File: config.mk
export PLATFORM = sky130hd
export DESIGN_NAME = asf_dev_flat
export DESIGN_NICKNAME = d
export VERILOG_FILES = /design/src/logic/asf_pkg.sv /design/src/logic/asf_if.sv /design/src/logic/asf_dev.sv /design/src/flat_wrapper.sv
export SDC_FILE = /design/constraint.sdc
export NUM_CORES = 1
export LEC_CHECK = 0
export BUFFER_PORTS_ARGS = -buffer_cell sky130_fd_sc_hd__buf_2
export CAP_MARGIN = 30
export CORE_MARGIN = 2
export CORE_UTILIZATION = 45
export CTS_BUF_LIST = sky130_fd_sc_hd__clkbuf_4 sky130_fd_sc_hd__clkbuf_8
export CTS_CLUSTER_DIAMETER = 150
export DETAILED_ROUTE_END_ITERATION = 6
export GPL_TIMING_DRIVEN = 0
export PLACE_DENSITY = 0.64
export SKIP_CTS_REPAIR_TIMING = 1
export SLEW_MARGIN = 5
export SYNTH_ARGS = -nofsm -noshare
export SYNTH_HDL_FRONTEND = slang
export SYNTH_SLANG_ARGS = --single-unit
File: constraint.sdc
create_clock -name core_clk -period 3.3 [get_ports core_clk]
set_clock_uncertainty 0.05 [all_clocks]
set_input_delay 0.33 -clock core_clk [delete_from_list [all_inputs] [get_ports core_clk]]
set_output_delay 0.33 -clock core_clk [all_outputs]
set_load 0.005 [all_outputs]
File: src/logic/asf_pkg.sv
// shared constants and types for the converter flag and readout ends
`default_nettype none
package asf_pkg;

  // ==================================================================
  // widths
  localparam int NINST = 3;
  localparam int NPRE  = 4;
  localparam int DW    = 16;
  localparam int BW12  = 12;
  localparam int B8    = 8;
  localparam int NFLG  = 7;
  localparam int NIEN  = 4;

  // ==================================================================
  // flag positions inside one instance's status word
  localparam int FLG_RDY  = 0;
  localparam int FLG_OVF  = 1;
  localparam int FLG_OST  = 2;
  localparam int FLG_PST  = 3;
  localparam int FLG_PEND = 4;
  localparam int FLG_OEND = 5;
  localparam int FLG_MONITOR_OUT_OF_RANGE_FLAG = 6;

  // interrupt enable positions
  localparam int IEN_OVF  = 0;
  localparam int IEN_PEND = 1;
  localparam int IEN_OEND = 2;
  localparam int IEN_MONITOR_OUT_OF_RANGE_FLAG = 3;

  // ==================================================================
  // combined dma mode codes
  localparam logic [2:0] DMA_OFF = 3'h0;
  localparam logic [2:0] DMA_M1  = 3'h1;
  localparam logic [2:0] DMA_M2  = 3'h2;
  localparam logic [2:0] DMA_M3  = 3'h3;
  localparam logic [2:0] DMA_M4  = 3'h4;
  localparam logic [2:0] DMA_M5  = 3'h5;

  // ==================================================================
  // reset values
  localparam logic [NFLG-1:0] RST_FLAGS = 7'h00;
  localparam logic [DW-1:0]   RST_DATA  = 16'h0000;
  localparam logic [31:0]     RST_WORD  = 32'h0000_0000;

  typedef logic [NINST-1:0][DW-1:0] asf_res3_t;

  typedef enum logic [1:0] {
    ASF_RD_ORD  = 2'h0,
    ASF_RD_PRE  = 2'h1,
    ASF_RD_PACK = 2'h2
  } asf_rd_t;

  typedef enum logic [1:0] {
    ASF_H_IDLE = 2'h1,
    ASF_H_WAIT = 2'h2
  } asf_hst_t;

endpackage
`default_nettype wire

File: src/logic/asf_if.sv
// link between the converter readout end and the dma or processor end
`timescale 1ns/10ps
`default_nettype none
interface asf_if;
  logic [2:0]                    dma_en;
  logic [2:0]                    drc_en;
  logic [2:0]                    each_en;
  logic                          comb_en;
  logic [2:0]                    mode;
  logic                          two_slaves;
  logic [2:0][3:0]               int_en;
  logic [2:0][15:0]              hi_b;
  logic [2:0][15:0]              lo_b;
  logic                          rd_en;
  asf_pkg::asf_rd_t              rd_sel;
  logic [1:0]                    rd_inst;
  logic [1:0]                    rd_ch;
  logic                          rd_dma;
  logic                          rvalid;
  logic [31:0]                   rdata;
  logic                          clr_en;
  logic [1:0]                    clr_inst;
  logic [6:0]                    clr_mask;
  logic [2:0]                    dma_req;
  logic [20:0]                   common_status;
  logic                          irq;

  modport dev (
    input  dma_en, drc_en, each_en, comb_en, mode, two_slaves, int_en,
    input  hi_b, lo_b, rd_en, rd_sel, rd_inst, rd_ch, rd_dma,
    input  clr_en, clr_inst, clr_mask,
    output rvalid, rdata, dma_req, common_status, irq
  );

  modport host (
    output dma_en, drc_en, each_en, comb_en, mode, two_slaves, int_en,
    output hi_b, lo_b, rd_en, rd_sel, rd_inst, rd_ch, rd_dma,
    output clr_en, clr_inst, clr_mask,
    input  rvalid, rdata, dma_req, common_status, irq
  );
endinterface
`default_nettype wire

File: src/logic/asf_dev.sv
// converter end: status flags, interrupt merge and result readout
// Functional notes
// - ready flag follows power, read-only, no interrupt
// - overflow when unread result overwritten, detection gated
// - overflow cleared by software only, interrupt capable
// - non-combined overflow halts, sequence kept, retrigger resumes
// - combined overflow halts; controller resets every converter
// - start flags set on start, software clear only
// - preempted end flag set, software cleared, interrupts
// - ordinary end cleared by software or result read
// - dma result read clears ordinary end flag; here combined packed reads do not clear it
// - each-result mode sets end flag per update; set here only when not combined
// - monitor flag set on out-of-range result
// - three instance interrupts merged onto one output
// - common status mirror is read-only
// - preempted results never request dma
// - non-combined dma request on each result update
// - combined results packed, first instance requests dma
// - mode one: single zero-extended result, rotating
// - mode two: two 16-bit results per request
// - mode three: two bytes, upper half zero
// - modes four and five for two slaves
// - processor never reads ordinary results when combined
// - dma modes limited by resolution and slaves
// - out of range: above high or below low
`timescale 1ns/10ps
`default_nettype none
module asf_dev (
  input  wire logic                 core_clk,
  input  wire logic                 arst_n,
  asf_if.dev                        bus,
  input  wire logic [2:0]           powered,
  input  wire logic [2:0]           ord_start,
  input  wire logic [2:0]           pre_start,
  input  wire logic [2:0]           pre_end,
  input  wire logic [2:0]           ord_done,
  input  wire logic [2:0]           ord_seq_end,
  input  wire asf_pkg::asf_res3_t   ord_data,
  input  wire logic [2:0]           pre_wr,
  input  wire logic [1:0]           pre_wr_ch,
  input  wire logic [15:0]          pre_wr_data,
  input  wire logic [2:0]           mon_en,
  input  wire logic [2:0]           ovs_en,
  output logic [2:0]                halt
);

  // ==================================================================
  // helpers
  function automatic logic oor(input logic [15:0] d,
                               input logic [15:0] hi,
                               input logic [15:0] lo,
                               input logic        ovs);
    if (ovs)
      oor = (d > hi) || (d < lo);
    else
      oor = (d[asf_pkg::BW12-1:0] > hi[asf_pkg::BW12-1:0]) ||
            (d[asf_pkg::BW12-1:0] < lo[asf_pkg::BW12-1:0]);
  endfunction

  // {upper instance, lower instance} for the paired modes
  function automatic logic [3:0] pair(input logic two,
                                      input logic [1:0] step);
    if (!two)
      pair = {2'h1, 2'h0};
    else
      case (step)
        2'h0:    pair = {2'h1, 2'h0};
        2'h1:    pair = {2'h0, 2'h2};
        default: pair = {2'h2, 2'h1};
      endcase
  endfunction

  function automatic logic [2:0] need(input logic [2:0] mode,
                                      input logic two,
                                      input logic [1:0] step);
    logic [3:0] p;
    p = pair(two, step);
    case (mode)
      asf_pkg::DMA_M1: need = 3'h1 << step;
      asf_pkg::DMA_M2,
      asf_pkg::DMA_M3: need = (3'h1 << p[3:2]) | (3'h1 << p[1:0]);
      asf_pkg::DMA_M4: need = 3'h7;
      asf_pkg::DMA_M5: need = (step == 2'h0) ? 3'h3 : 3'h4;
      default:         need = 3'h0;
    endcase
  endfunction

  function automatic logic [1:0] last(input logic [2:0] mode,
                                      input logic two);
    case (mode)
      asf_pkg::DMA_M1: last = two ? 2'h2 : 2'h1;
      asf_pkg::DMA_M2,
      asf_pkg::DMA_M3: last = two ? 2'h2 : 2'h0;
      asf_pkg::DMA_M5: last = 2'h1;
      default:         last = 2'h0;
    endcase
  endfunction

  function automatic logic [31:0] word(input logic [2:0] mode,
                                       input logic two,
                                       input logic [1:0] step,
                                       input asf_pkg::asf_res3_t q);
    logic [3:0] p;
    p = pair(two, step);
    case (mode)
      asf_pkg::DMA_M1: word = {16'h0000, q[step]};
      asf_pkg::DMA_M2: word = {q[p[3:2]], q[p[1:0]]};
      asf_pkg::DMA_M3: word = {16'h0000, q[p[3:2]][asf_pkg::B8-1:0],
                               q[p[1:0]][asf_pkg::B8-1:0]};
      asf_pkg::DMA_M4: word = {8'h00, q[2][asf_pkg::B8-1:0],
                               q[1][asf_pkg::B8-1:0],
                               q[0][asf_pkg::B8-1:0]};
      asf_pkg::DMA_M5: word = (step == 2'h0) ? {q[1], q[0]}
                                             : {16'h0000, q[2]};
      default:         word = asf_pkg::RST_WORD;
    endcase
  endfunction

  // ==================================================================
  // state
  logic [2:0][6:0]              flags_ff;
  logic [2:0][6:0]              nxt_flags;
  logic [2:0]                   unread_ff;
  logic [2:0]                   nxt_unread;
  logic [2:0]                   req_ff;
  logic [2:0]                   req_set;
  logic [2:0]                   req_clr;
  logic [1:0]                   step_ff;
  logic [31:0]                  packed_ff;
  logic [31:0]                  rdata_ff;
  logic                         rvalid_ff;
  asf_pkg::asf_res3_t           ord_q_ff;
  logic [15:0]                  pre_q_ff [3][4];
  logic [2:0]                   pack_need;
  logic                         pack_on;
  logic                         pack_fire;
  logic [2:0]                   irq_vec;

  // ==================================================================
  // flag and request next values
  always_comb
  begin
    logic [6:0] set_v;
    logic [6:0] clr_v;
    logic       rd_hit;
    logic       det;
    set_v     = '0;
    clr_v     = '0;
    rd_hit    = 1'b0;
    det       = 1'b0;
    pack_on   = bus.comb_en && (bus.mode != asf_pkg::DMA_OFF);
    pack_need = need(bus.mode, bus.two_slaves, step_ff);
    // a packed word waits while the previous one is still unread
    pack_fire = pack_on && !req_ff[0] && (pack_need != 3'h0) &&
                ((unread_ff & pack_need) == pack_need);
    for (int i = 0; i < asf_pkg::NINST; i++)
    begin
      rd_hit = bus.rd_en && (bus.rd_sel == asf_pkg::ASF_RD_ORD) &&
               (bus.rd_inst == 2'(i));
      nxt_unread[i] = ord_done[i] ||
                      (unread_ff[i] && !rd_hit &&
                       !(pack_fire && pack_need[i]));
      det = bus.dma_en[i] || bus.each_en[i] || pack_on;
      set_v = '0;
      set_v[asf_pkg::FLG_OVF]  = ord_done[i] && unread_ff[i] && det &&
                                 !rd_hit;
      set_v[asf_pkg::FLG_OST]  = ord_start[i];
      set_v[asf_pkg::FLG_PST]  = pre_start[i];
      set_v[asf_pkg::FLG_PEND] = pre_end[i];
      set_v[asf_pkg::FLG_OEND] = ord_seq_end[i] ||
                                 (ord_done[i] && bus.each_en[i] &&
                                  !bus.comb_en);
      set_v[asf_pkg::FLG_MONITOR_OUT_OF_RANGE_FLAG] = mon_en[i] &&
        ((ord_done[i] && oor(ord_data[i], bus.hi_b[i], bus.lo_b[i],
                             ovs_en[i])) ||
         (pre_wr[i] && oor(pre_wr_data, bus.hi_b[i], bus.lo_b[i],
                           ovs_en[i])));
      clr_v = (bus.clr_en && (bus.clr_inst == 2'(i))) ? bus.clr_mask
                                                     : 7'h00;
      // cpu or dma result read also drops the end flag
      clr_v[asf_pkg::FLG_OEND] = clr_v[asf_pkg::FLG_OEND] ||
                                 rd_hit;
      // set wins over a clear in the same cycle
      nxt_flags[i] = (flags_ff[i] & ~clr_v) | set_v;
      nxt_flags[i][asf_pkg::FLG_RDY] = powered[i];
      req_set[i] = ord_done[i] && bus.dma_en[i] && bus.drc_en[i] &&
                   !bus.comb_en;
      req_clr[i] = bus.rd_en && bus.rd_dma && rd_hit;
    end
    req_set[0] = req_set[0] || pack_fire;
    req_clr[0] = req_clr[0] || (bus.rd_en && bus.rd_dma &&
                                (bus.rd_sel == asf_pkg::ASF_RD_PACK));
  end

  always_ff @(posedge core_clk or negedge arst_n)
  begin
    if (!arst_n)
    begin
      flags_ff  <= {3{asf_pkg::RST_FLAGS}};
      unread_ff <= 3'h0;
    end
    else
    begin
      flags_ff  <= nxt_flags;
      unread_ff <= nxt_unread;
    end
  end

  always_ff @(posedge core_clk or negedge arst_n)
  begin
    if (!arst_n)
      req_ff <= 3'h0;
    else
      req_ff <= req_set | (req_ff & ~req_clr);
  end

  // ==================================================================
  // combined packing
  always_ff @(posedge core_clk or negedge arst_n)
  begin
    if (!arst_n)
    begin
      step_ff   <= 2'h0;
      packed_ff <= asf_pkg::RST_WORD;
    end
    else if (!pack_on)
      step_ff <= 2'h0;
    else if (pack_fire)
    begin
      packed_ff <= word(bus.mode, bus.two_slaves, step_ff, ord_q_ff);
      step_ff   <= (step_ff == last(bus.mode, bus.two_slaves)) ?
                   2'h0 : step_ff + 2'h1;
    end
  end

  // ==================================================================
  // result storage; preempted results have no dma path
  always_ff @(posedge core_clk or negedge arst_n)
  begin
    if (!arst_n)
      ord_q_ff <= {3{asf_pkg::RST_DATA}};
    else
      for (int i = 0; i < asf_pkg::NINST; i++)
        if (ord_done[i])
          ord_q_ff[i] <= ord_data[i];
  end

  always_ff @(posedge core_clk or negedge arst_n)
  begin
    if (!arst_n)
    begin
      for (int i = 0; i < asf_pkg::NINST; i++)
        for (int c = 0; c < asf_pkg::NPRE; c++)
          pre_q_ff[i][c] <= asf_pkg::RST_DATA;
    end
    else
      for (int i = 0; i < asf_pkg::NINST; i++)
        if (pre_wr[i])
          pre_q_ff[i][pre_wr_ch] <= pre_wr_data;
  end

  always_ff @(posedge core_clk or negedge arst_n)
  begin
    if (!arst_n)
    begin
      rdata_ff  <= asf_pkg::RST_WORD;
      rvalid_ff <= 1'b0;
    end
    else
    begin
      rvalid_ff <= bus.rd_en;
      if (bus.rd_en)
      begin
        if (bus.rd_inst == 2'h3)
          rdata_ff <= asf_pkg::RST_WORD;
        else
          case (bus.rd_sel)
            asf_pkg::ASF_RD_ORD:
              rdata_ff <= {16'h0000, ord_q_ff[bus.rd_inst]};
            asf_pkg::ASF_RD_PRE:
              rdata_ff <= {16'h0000, pre_q_ff[bus.rd_inst][bus.rd_ch]};
            asf_pkg::ASF_RD_PACK:
              rdata_ff <= packed_ff;
            default:
              rdata_ff <= asf_pkg::RST_WORD;
          endcase
      end
    end
  end

  // ==================================================================
  // outputs
  always_comb
  begin
    for (int i = 0; i < asf_pkg::NINST; i++)
      irq_vec[i] = |(bus.int_en[i] &
                     {flags_ff[i][asf_pkg::FLG_MONITOR_OUT_OF_RANGE_FLAG],
                      flags_ff[i][asf_pkg::FLG_OEND],
                      flags_ff[i][asf_pkg::FLG_PEND],
                      flags_ff[i][asf_pkg::FLG_OVF]});
  end

  assign bus.irq           = |irq_vec;
  // no write path exists into the mirror
  assign bus.common_status = {flags_ff[2], flags_ff[1],
                              flags_ff[0]};
  assign bus.dma_req       = req_ff;
  assign bus.rdata         = rdata_ff;
  assign bus.rvalid        = rvalid_ff;

  // the converter stays stopped until overflow is cleared; in combined
  // mode the far side must also reset each converter
  always_comb
  begin
    for (int i = 0; i < asf_pkg::NINST; i++)
      halt[i] = flags_ff[i][asf_pkg::FLG_OVF];
  end

endmodule
`default_nettype wire

File: src/flat_wrapper.sv
// flat-port wrapper written by rule: the top's interface ports become plain ports
module asf_dev_flat 
  (core_clk, arst_n, powered, ord_start, pre_start, pre_end, ord_done, ord_seq_end, ord_data, pre_wr, pre_wr_ch, pre_wr_data, mon_en, ovs_en, halt, bus_dma_en, bus_drc_en, bus_each_en, bus_comb_en, bus_mode, bus_two_slaves, bus_int_en, bus_hi_b, bus_lo_b, bus_rd_en, bus_rd_sel, bus_rd_inst, bus_rd_ch, bus_rd_dma, bus_clr_en, bus_clr_inst, bus_clr_mask, bus_rvalid, bus_rdata, bus_dma_req, bus_common_status, bus_irq);
  asf_if bus_i ();
  input  wire logic core_clk;
  input  wire logic arst_n;
  input  wire logic [2:0] powered;
  input  wire logic [2:0] ord_start;
  input  wire logic [2:0] pre_start;
  input  wire logic [2:0] pre_end;
  input  wire logic [2:0] ord_done;
  input  wire logic [2:0] ord_seq_end;
  input  wire asf_pkg::asf_res3_t ord_data;
  input  wire logic [2:0] pre_wr;
  input  wire logic [1:0] pre_wr_ch;
  input  wire logic [15:0] pre_wr_data;
  input  wire logic [2:0] mon_en;
  input  wire logic [2:0] ovs_en;
  output logic [2:0] halt;
  input wire logic [$bits(bus_i.dma_en)-1:0] bus_dma_en;
  input wire logic [$bits(bus_i.drc_en)-1:0] bus_drc_en;
  input wire logic [$bits(bus_i.each_en)-1:0] bus_each_en;
  input wire logic [$bits(bus_i.comb_en)-1:0] bus_comb_en;
  input wire logic [$bits(bus_i.mode)-1:0] bus_mode;
  input wire logic [$bits(bus_i.two_slaves)-1:0] bus_two_slaves;
  input wire logic [$bits(bus_i.int_en)-1:0] bus_int_en;
  input wire logic [$bits(bus_i.hi_b)-1:0] bus_hi_b;
  input wire logic [$bits(bus_i.lo_b)-1:0] bus_lo_b;
  input wire logic [$bits(bus_i.rd_en)-1:0] bus_rd_en;
  input wire logic [$bits(bus_i.rd_sel)-1:0] bus_rd_sel;
  input wire logic [$bits(bus_i.rd_inst)-1:0] bus_rd_inst;
  input wire logic [$bits(bus_i.rd_ch)-1:0] bus_rd_ch;
  input wire logic [$bits(bus_i.rd_dma)-1:0] bus_rd_dma;
  input wire logic [$bits(bus_i.clr_en)-1:0] bus_clr_en;
  input wire logic [$bits(bus_i.clr_inst)-1:0] bus_clr_inst;
  input wire logic [$bits(bus_i.clr_mask)-1:0] bus_clr_mask;
  output wire logic [$bits(bus_i.rvalid)-1:0] bus_rvalid;
  output wire logic [$bits(bus_i.rdata)-1:0] bus_rdata;
  output wire logic [$bits(bus_i.dma_req)-1:0] bus_dma_req;
  output wire logic [$bits(bus_i.common_status)-1:0] bus_common_status;
  output wire logic [$bits(bus_i.irq)-1:0] bus_irq;
  assign bus_i.dma_en = bus_dma_en;
  assign bus_i.drc_en = bus_drc_en;
  assign bus_i.each_en = bus_each_en;
  assign bus_i.comb_en = bus_comb_en;
  assign bus_i.mode = bus_mode;
  assign bus_i.two_slaves = bus_two_slaves;
  assign bus_i.int_en = bus_int_en;
  assign bus_i.hi_b = bus_hi_b;
  assign bus_i.lo_b = bus_lo_b;
  assign bus_i.rd_en = bus_rd_en;
  assign bus_i.rd_sel = bus_rd_sel;
  assign bus_i.rd_inst = bus_rd_inst;
  assign bus_i.rd_ch = bus_rd_ch;
  assign bus_i.rd_dma = bus_rd_dma;
  assign bus_i.clr_en = bus_clr_en;
  assign bus_i.clr_inst = bus_clr_inst;
  assign bus_i.clr_mask = bus_clr_mask;
  assign bus_rvalid = bus_i.rvalid;
  assign bus_rdata = bus_i.rdata;
  assign bus_dma_req = bus_i.dma_req;
  assign bus_common_status = bus_i.common_status;
  assign bus_irq = bus_i.irq;
  asf_dev u_core (.core_clk(core_clk), .arst_n(arst_n), .bus(bus_i), .powered(powered), .ord_start(ord_start), .pre_start(pre_start), .pre_end(pre_end), .ord_done(ord_done), .ord_seq_end(ord_seq_end), .ord_data(ord_data), .pre_wr(pre_wr), .pre_wr_ch(pre_wr_ch), .pre_wr_data(pre_wr_data), .mon_en(mon_en), .ovs_en(ovs_en), .halt(halt));
endmodule
==> results of run 1 <==
==> flip-flops by register name, indices dropped and copies added (netlist names) <==
name                      cells
u_core.bus.rvalid             1
u_core.unread_ff              3
u_core.pre_q_ff             192
u_core.step_ff                2
u_core.bus.common_status     21
u_core.ord_q_ff              48
u_core.packed_ff             32
u_core.bus.rdata             32
u_core.bus.dma_req            3
==> cell families (layout without fill, tap and decap cells) <==
logic type                 count (synthesis)  in the layout  synth area share [%]
and+or+nand+nor                          394            394                  8.52
muxes                                    366            366                  19.9
xor gates and xnor gates                   2              2                0.0834
adders and majority gates                190            190                  11.3
other                                      0              7                     0
AOI/OAI and AO/OA                        503            503                  15.9
buffers and inverters                    217            690                  4.50
DFF                                      334            334                  39.8
==> layout make-up <==
class	count	area, µm²
plain buffers	116	568
diodes	7	17.5
multi-input cells	1455	11700
repair buffers	379	2400
well taps	607	759
fillers	4085	20900
flip-flops and latches	334	8360
clock inverters	10	98.8
clock buffers	84	1040
inverters	101	379
==> worst paths after layout <==
kind                                        to  slack (ns)  depth (start not counted)
min                          u_core.step_ff[0]       0.003                          3
max in group asynchronous  u_core.pre_q_ff[80]        1.82                          3
min in group asynchronous    u_core.step_ff[0]        0.27                          2
max reg2reg                u_core.packed_ff[4]        0.26                         12
min reg2reg                u_core.pre_q_ff[96]        0.43                          2
max                        u_core.packed_ff[4]        0.26                         12
==> where the power goes <==
group	total [µW]	leakage (µW)	switching (µW)	internal (µW)
clock network	3820	0.000607	1730	2080
logic	2780	0.00713	1440	1340
registers	5350	0.00399	537	4810
total	11900	0.0117	3710	8240
==> tightest hold or removal path, stage by stage <==
cell and delay (ns):
buf_2 0.14, o31ai_1 0.15, a21oi_1 0.06
==> per-layer routing <==
metal	vias to the layer above	global-route usage [%]	wire (µm)
met5	-	0	0
met4	0	13.3	3500
met3	211	4.13	4280
met2	690	49.6	34400
met1	8908	37.4	30000
li1	8316	-	-
==> through the flow <==
| step | setup TNS [ns] | hold slack [ns] |
|---|---|---|
| 2_1_floorplan | 0 | -0.0156 |
| 3_3_place_gp | -1458.85 | 0.387 |
| 3_5_place_dp | -2.24 | 0.387 |
| 4_1_cts | -2.68 | -0.321 |
| 5_1_grt | 0 | 0.00156 |
| 6_report | 0 | 0.00318 |
==> synth_stat cells (9+ instances only) <==
| cell type | instances | area share (%) |
|---|---|---|
| o21ai_1 | 11 | 0.26 |
| nor2b_1 | 19 | 0.57 |
| nand3_1 | 20 | 0.48 |
| a22o_1 | 25 | 1.0 |
| nand4_1 | 30 | 0.89 |
| inv_1 | 100 | 1.8 |
| a211oi_1 | 43 | 1.5 |
| a22oi_1 | 10 | 0.36 |
| ha_1 | 190 | 11 |
| a21o_1 | 27 | 0.97 |
| buf_6 | 9 | 0.48 |
| mux4_2 | 16 | 1.7 |
| o21a_1 | 12 | 0.43 |
| nand2_1 | 158 | 2.8 |
| clkbuf_1 | 60 | 1.1 |
| buf_1 | 12 | 0.21 |
| dfrtp_1 | 334 | 40 |
| a221o_1 | 27 | 1.3 |
| o21ai_0 | 87 | 2.1 |
| a222oi_1 | 19 | 0.91 |
| mux2i_1 | 105 | 5.0 |
| buf_2 | 27 | 0.64 |
| mux2_2 | 237 | 13 |
| nor2_1 | 114 | 2.0 |
| o211ai_1 | 19 | 0.68 |
| a21oi_1 | 163 | 3.9 |
| nand2b_1 | 13 | 0.39 |
==> metrics.cfg, run 1 <==
[status]
status = finished clean

[final_layout]
layout-drive-gt1-share_pct = 28.0
finalNonFillerCells = 3093
layout.nets = 2868
postLayoutCellArea_um2 = 25300
final_cell_mix = dfrtp_1, buf_2, mux2_2, ha_1, a21oi_1
syn2layout_area_growth_pct = 20.6
final_util_pct = 54.7
layout_commonest_cell = dfrtp_1

[place]
dpl_cell_area_um2 = 23300
gp_congestion = 0.990
place_ws_ns = -0.186
dp_cells = 2901
port_buffers = 286
detailed_place_hpwl_um = 55900

[clock_tree]
cts_root_buf = clkbuf_8
numCtsBuffers = 56
cts_tree = done
clock_path_buffers = 3
insertion_delay_ns = 0.68
htree_levels = 2
clkSinkCount = 334
cts.clk_slew.worst_paths_ns = 0.07

[worst_setup_path]
worstPathArrival_ns = 3.52
cp_num_buf_inv = 5
crit_family = buffers and inverters
cp-start-kind = flip-flop
worstSetupEndpointType = flip-flop
cp_data_required_time_ns = 3.78
r2r_start = u_core.step_ff[1]
cp_max_fo = 10
critPathSlowestCell = dfrtp_1
crit_start = u_core.step_ff[1]
worstSetupPathType = flip-flop to flip-flop
cp_cell_sequence = clkbuf_2, inv_2, ha_1, buf_4, nand2b_1, buf_2, nor2_1, o32a_2, o221a_2, o211ai_4, buf_6, mux2_1
max_stage_delay_ns = 0.45

[drt]
drt_iter0_drc = 1603
postRouteWirelength_um = 72200
post_drt_wl_per_cell_um = 23.3
vias_per_cell = 5.86
drc_errors = 0
postRouteAntennaNets = 0
drt_pass1_iterations = 7
vias = 18100

[power]
total_power_uw = 11900
peakVddDrop_mv = 0.402
leakage_uw = 0.0117
p_per_area_nw_per_um2 = 472

[die]
pin_count = 296
dieArea_um2 = 48400
start_util_pct = 45.4
fp.dieH_um = 220
rows = 79
fp.coreArea_um2 = 46300
dieWidth_um = 220

[yosys]
yosysWarnings = 0
syn_inst = 2006
synth_ff_type = dfrtp_1
synth_edf_count = 0
avgSynthCellArea_um2 = 10.5
synth_nets = 2431
netlist-cell-type-count = 68
synth-async-reset-ratio_pct = 100
seq_area_frac_synth_pct = 39.8
yosys_register_bits = 334
syn_area_um2 = 21000

[job]
cap_violations = 0

[sta]
worst_slew_pin_slew_ns = 1.08
slew_headroom_pct = 27.6
setup_ws_ns = 0.264
rsz0062_at_grt = no
min_period_ns = 3.04
fmax_mhz = 329
drv_slew = 0
hold_viol_final = 0
setup_violations = 0
post-route-period-util_pct = 92.0

[hold_path]
hp-class = primary input to flip-flop
min_from = bus_comb_en

[global_route]
grt_usage_pct = 29.4
grt_max_degree = 121
overflow = 0
grt_pass1_vias = 18000
antenna_found_initial = 7
grt_pass1_wl_um = 107000

(Power assumes the default switching activity.)
==> run 2, diff against run 1 <==
--- a/config.mk
+++ b/config.mk
@@ -5,6 +5,7 @@
 export SDC_FILE = /design/constraint.sdc
 export NUM_CORES = 1
 export LEC_CHECK = 0
+export ABC_AREA = 1
 export BUFFER_PORTS_ARGS = -buffer_cell sky130_fd_sc_hd__buf_2
 export CAP_MARGIN = 30
 export CORE_MARGIN = 2
==> metrics.cfg, run 2 <==
[final_layout]
layout-drive-gt1-share_pct = 13.8
largestRegisters = u_core.pre_q_ff (192), u_core.ord_q_ff (48)
fillers = 4578
max_flop_register = u_core.pre_q_ff
largest_register_ffs = 192
layout.nets = 3747
postLayoutCellArea_um2 = 25600
layout_commonest_cell = nand2_1
final_cell_mix = nand2_1, o21ai_0, dfrtp_1, inv_1, buf_2
finalNonFillerCells = 3970
syn2layout_area_growth_pct = 19.9

[status]
violations = DRC, hold timing
status = finished with violations

[die]
pin_count = 296
fp.dieH_um = 222
start_util_pct = 45.8
fp.coreArea_um2 = 46700
rows = 79
dieArea_um2 = 49200
dieWidth_um = 222

[drt]
postRouteAntennaNets = 0
post_drt_wl_per_cell_um = 22.0
vias = 22700
postRouteWirelength_um = 87300
drt_iter0_drc = 2530
drc_errors = 1
vias_per_cell = 5.71
drt_pass1_iterations = 7

[power]
leakage_uw = 0.0132
power_frac_comb_pct = 24.0
p_int_uw = 7930
peakVddDrop_mv = 0.324
clock_power_share_pct = 33.1
sequentialPowerShare_pct = 42.9
p_per_area_nw_per_um2 = 470
p_sw_uw = 4100
switching_share_pct = 34.1

[yosys]
yosys_register_bits = 334
synth-async-reset-ratio_pct = 100
synth_area_leaders = dfrtp_1, nand2_1, ha_1
synth.largest_area_cell = dfrtp_1
syn_area_um2 = 21400
seq_area_frac_synth_pct = 39.1
synth_nets = 3326
synth.most_common_cell = nand2_1
yosysWarnings = 0
avgSynthCellArea_um2 = 7.36
synth_ff_type = dfrtp_1
netlist-cell-type-count = 46
synth_edf_count = 0
ys_top_cells_by_count = nand2_1, o21ai_0, dfrtp_1, inv_1, ha_1
syn_inst = 2901
yosysTopAreaCellShare_pct = 39.1

[clock_tree]
cts_tree = done
htree_levels = 2
clkSinkCount = 334
cts.clk_slew.worst_paths_ns = 0.06
cts_root_buf = clkbuf_8
numCtsBuffers = 56
insertion_delay_ns = 0.71
clock_path_buffers = 3

[sta]
fmax_mhz = 321
drv_slew = 0
holdWs_ns = -0.0369
rsz0062_at_grt = no
hold_viol_final = 10
worst_slew_pin_slew_ns = 1.08
min_period_ns = 3.12
setup_violations = 0
slew_headroom_pct = 27.9
post-route-period-util_pct = 94.4

[global_route]
grt_usage_pct = 34.5
antenna_found_initial = 7
overflow = 0
grt_pass1_vias = 21300
grt_max_degree = 118
grt_pass1_wl_um = 128000

[worst_setup_path]
worstSetupEndpointType = flip-flop
cp_max_fo = 12
r2r_start = u_core.step_ff[1]
worstSetupPathType = primary input to flip-flop
worstPathArrival_ns = 3.59
cp_data_required_time_ns = 3.77
cp-start-kind = primary input
rr_worst_depth = 11
r2r_end = u_core.packed_ff[6]
r2r_setup_slack_ns = 0.22

[place]
gp_congestion = 0.968
port_buffers = 288
dpl_cell_area_um2 = 23600
detailed_place_hpwl_um = 66900
dp_cells = 3799

[hold_path]
min_from = bus_clr_mask[4]
hold_depth = 4
worstHoldEndpoint = u_core.bus.common_status[11]
hp-class = primary input to flip-flop

[job]
cap_violations = 0

run 2: changes by cell type in the layout (fill, tap and decap cells not counted), sizes merged, moves of 105 or more:
cell   change
nand2    +788
nand3    +107
o21ai    +308
inv      +226
mux2     -245
mux2i    -105
run 2: cells by family after synthesis:
family,count (synthesis),share of synthesized area (%)
simple gates,1239,23.4
flops,334,39.1
compound gates,667,17.6
buf+inv,469,8.60
fa+ha+maj,190,11.1
xor+xnor,2,0.0820
run 2: power groups by stage:
stage	Sequential, µW	Combinational [µW]	Clock (µW)
2_1_floorplan	5070	1670	0
3_3_place_gp	5190	2670	0
3_5_place_dp	5210	2760	0
4_1_cts	5140	2770	4010
5_1_grt	5220	3220	4200
6_report	5160	2890	3980
run 2: worst max path at each step:
stage	startpoint	end	slack, ns	cells after the start
after global routing	pre_wr_data[0]	u_core.bus.common_status[20]	0.1	20
after global placement	arst_n	u_core.pre_q_ff[150]	-4.56	1
final	pre_wr_data[0]	u_core.bus.common_status[20]	0.18	20
after CTS	u_core.step_ff[0]	u_core.packed_ff[29]	-0.20	11
after floorplan	u_core.step_ff[0]	u_core.step_ff[1]	0.87	14
after detailed placement	u_core.step_ff[0]	u_core.packed_ff[29]	-0.15	11
run 2: layer usage:
| layer | up-vias | routed length (µm) | global-route usage, % |
|---|---|---|---|
| met5 | - | 66 | 0 |
| met2 | 1147 | 38200 | 52.9 |
| met3 | 191 | 8630 | 7.10 |
| met4 | 10 | 2860 | 10.8 |
| li1 | 10400 | - | - |
| met1 | 10900 | 37600 | 49.0 |
run 2: worst max-delay path, stage by stage:
cell,delay [ns]
buf_2,0.10
inv_1,0.56
clkbuf_1,0.81
ha_1,0.29
inv_1,0.04
nand2_1,0.04
nand2_1,0.04
nand2_1,0.05
nand2_1,0.08
nand2_1,0.07
nand3_1,0.10
nand2_1,0.08
nand3_1,0.06
nand2_1,0.06
inv_1,0.04
nand2_1,0.05
nand2_1,0.10
nand2_1,0.08
nand2_1,0.04
dlygate4sd3_1,0.54
run 2: final cells by class:
type                    instances  area (µm²)  share of cell area [%]
diodes                          2        5.00                  0.0196
plain buffers                 137         593                    2.32
clock buffers                  88        1090                    4.24
clock inverters                 9         105                   0.411
inverters                     331        1240                    4.85
multi-input cells            2098       11200                    43.7
flip-flops and latches        334        8360                    32.7
well taps                     607         759                    2.97
repair buffers                364        2260                    8.85
run 2: metrics by stage:
| step | hold slack [ns] | setup WS, ns | power, µW | setup TNS [ns] | util [%] |
|---|---|---|---|---|---|
| after floorplan | -0.0156 | 0.868 | 6740 | 0 | - |
| after global placement | 0.388 | -4.56 | 7870 | -1511.73 | 50.5 |
| after detailed placement | 0.154 | -0.155 | 7960 | -0.653 | 50.7 |
| after CTS | -0.541 | -0.201 | 11900 | -0.963 | 53.2 |
| after global routing | 0.000259 | 0.0972 | 12600 | 0 | 54.9 |
| final | -0.0369 | 0.185 | 12000 | 0 | 54.9 |
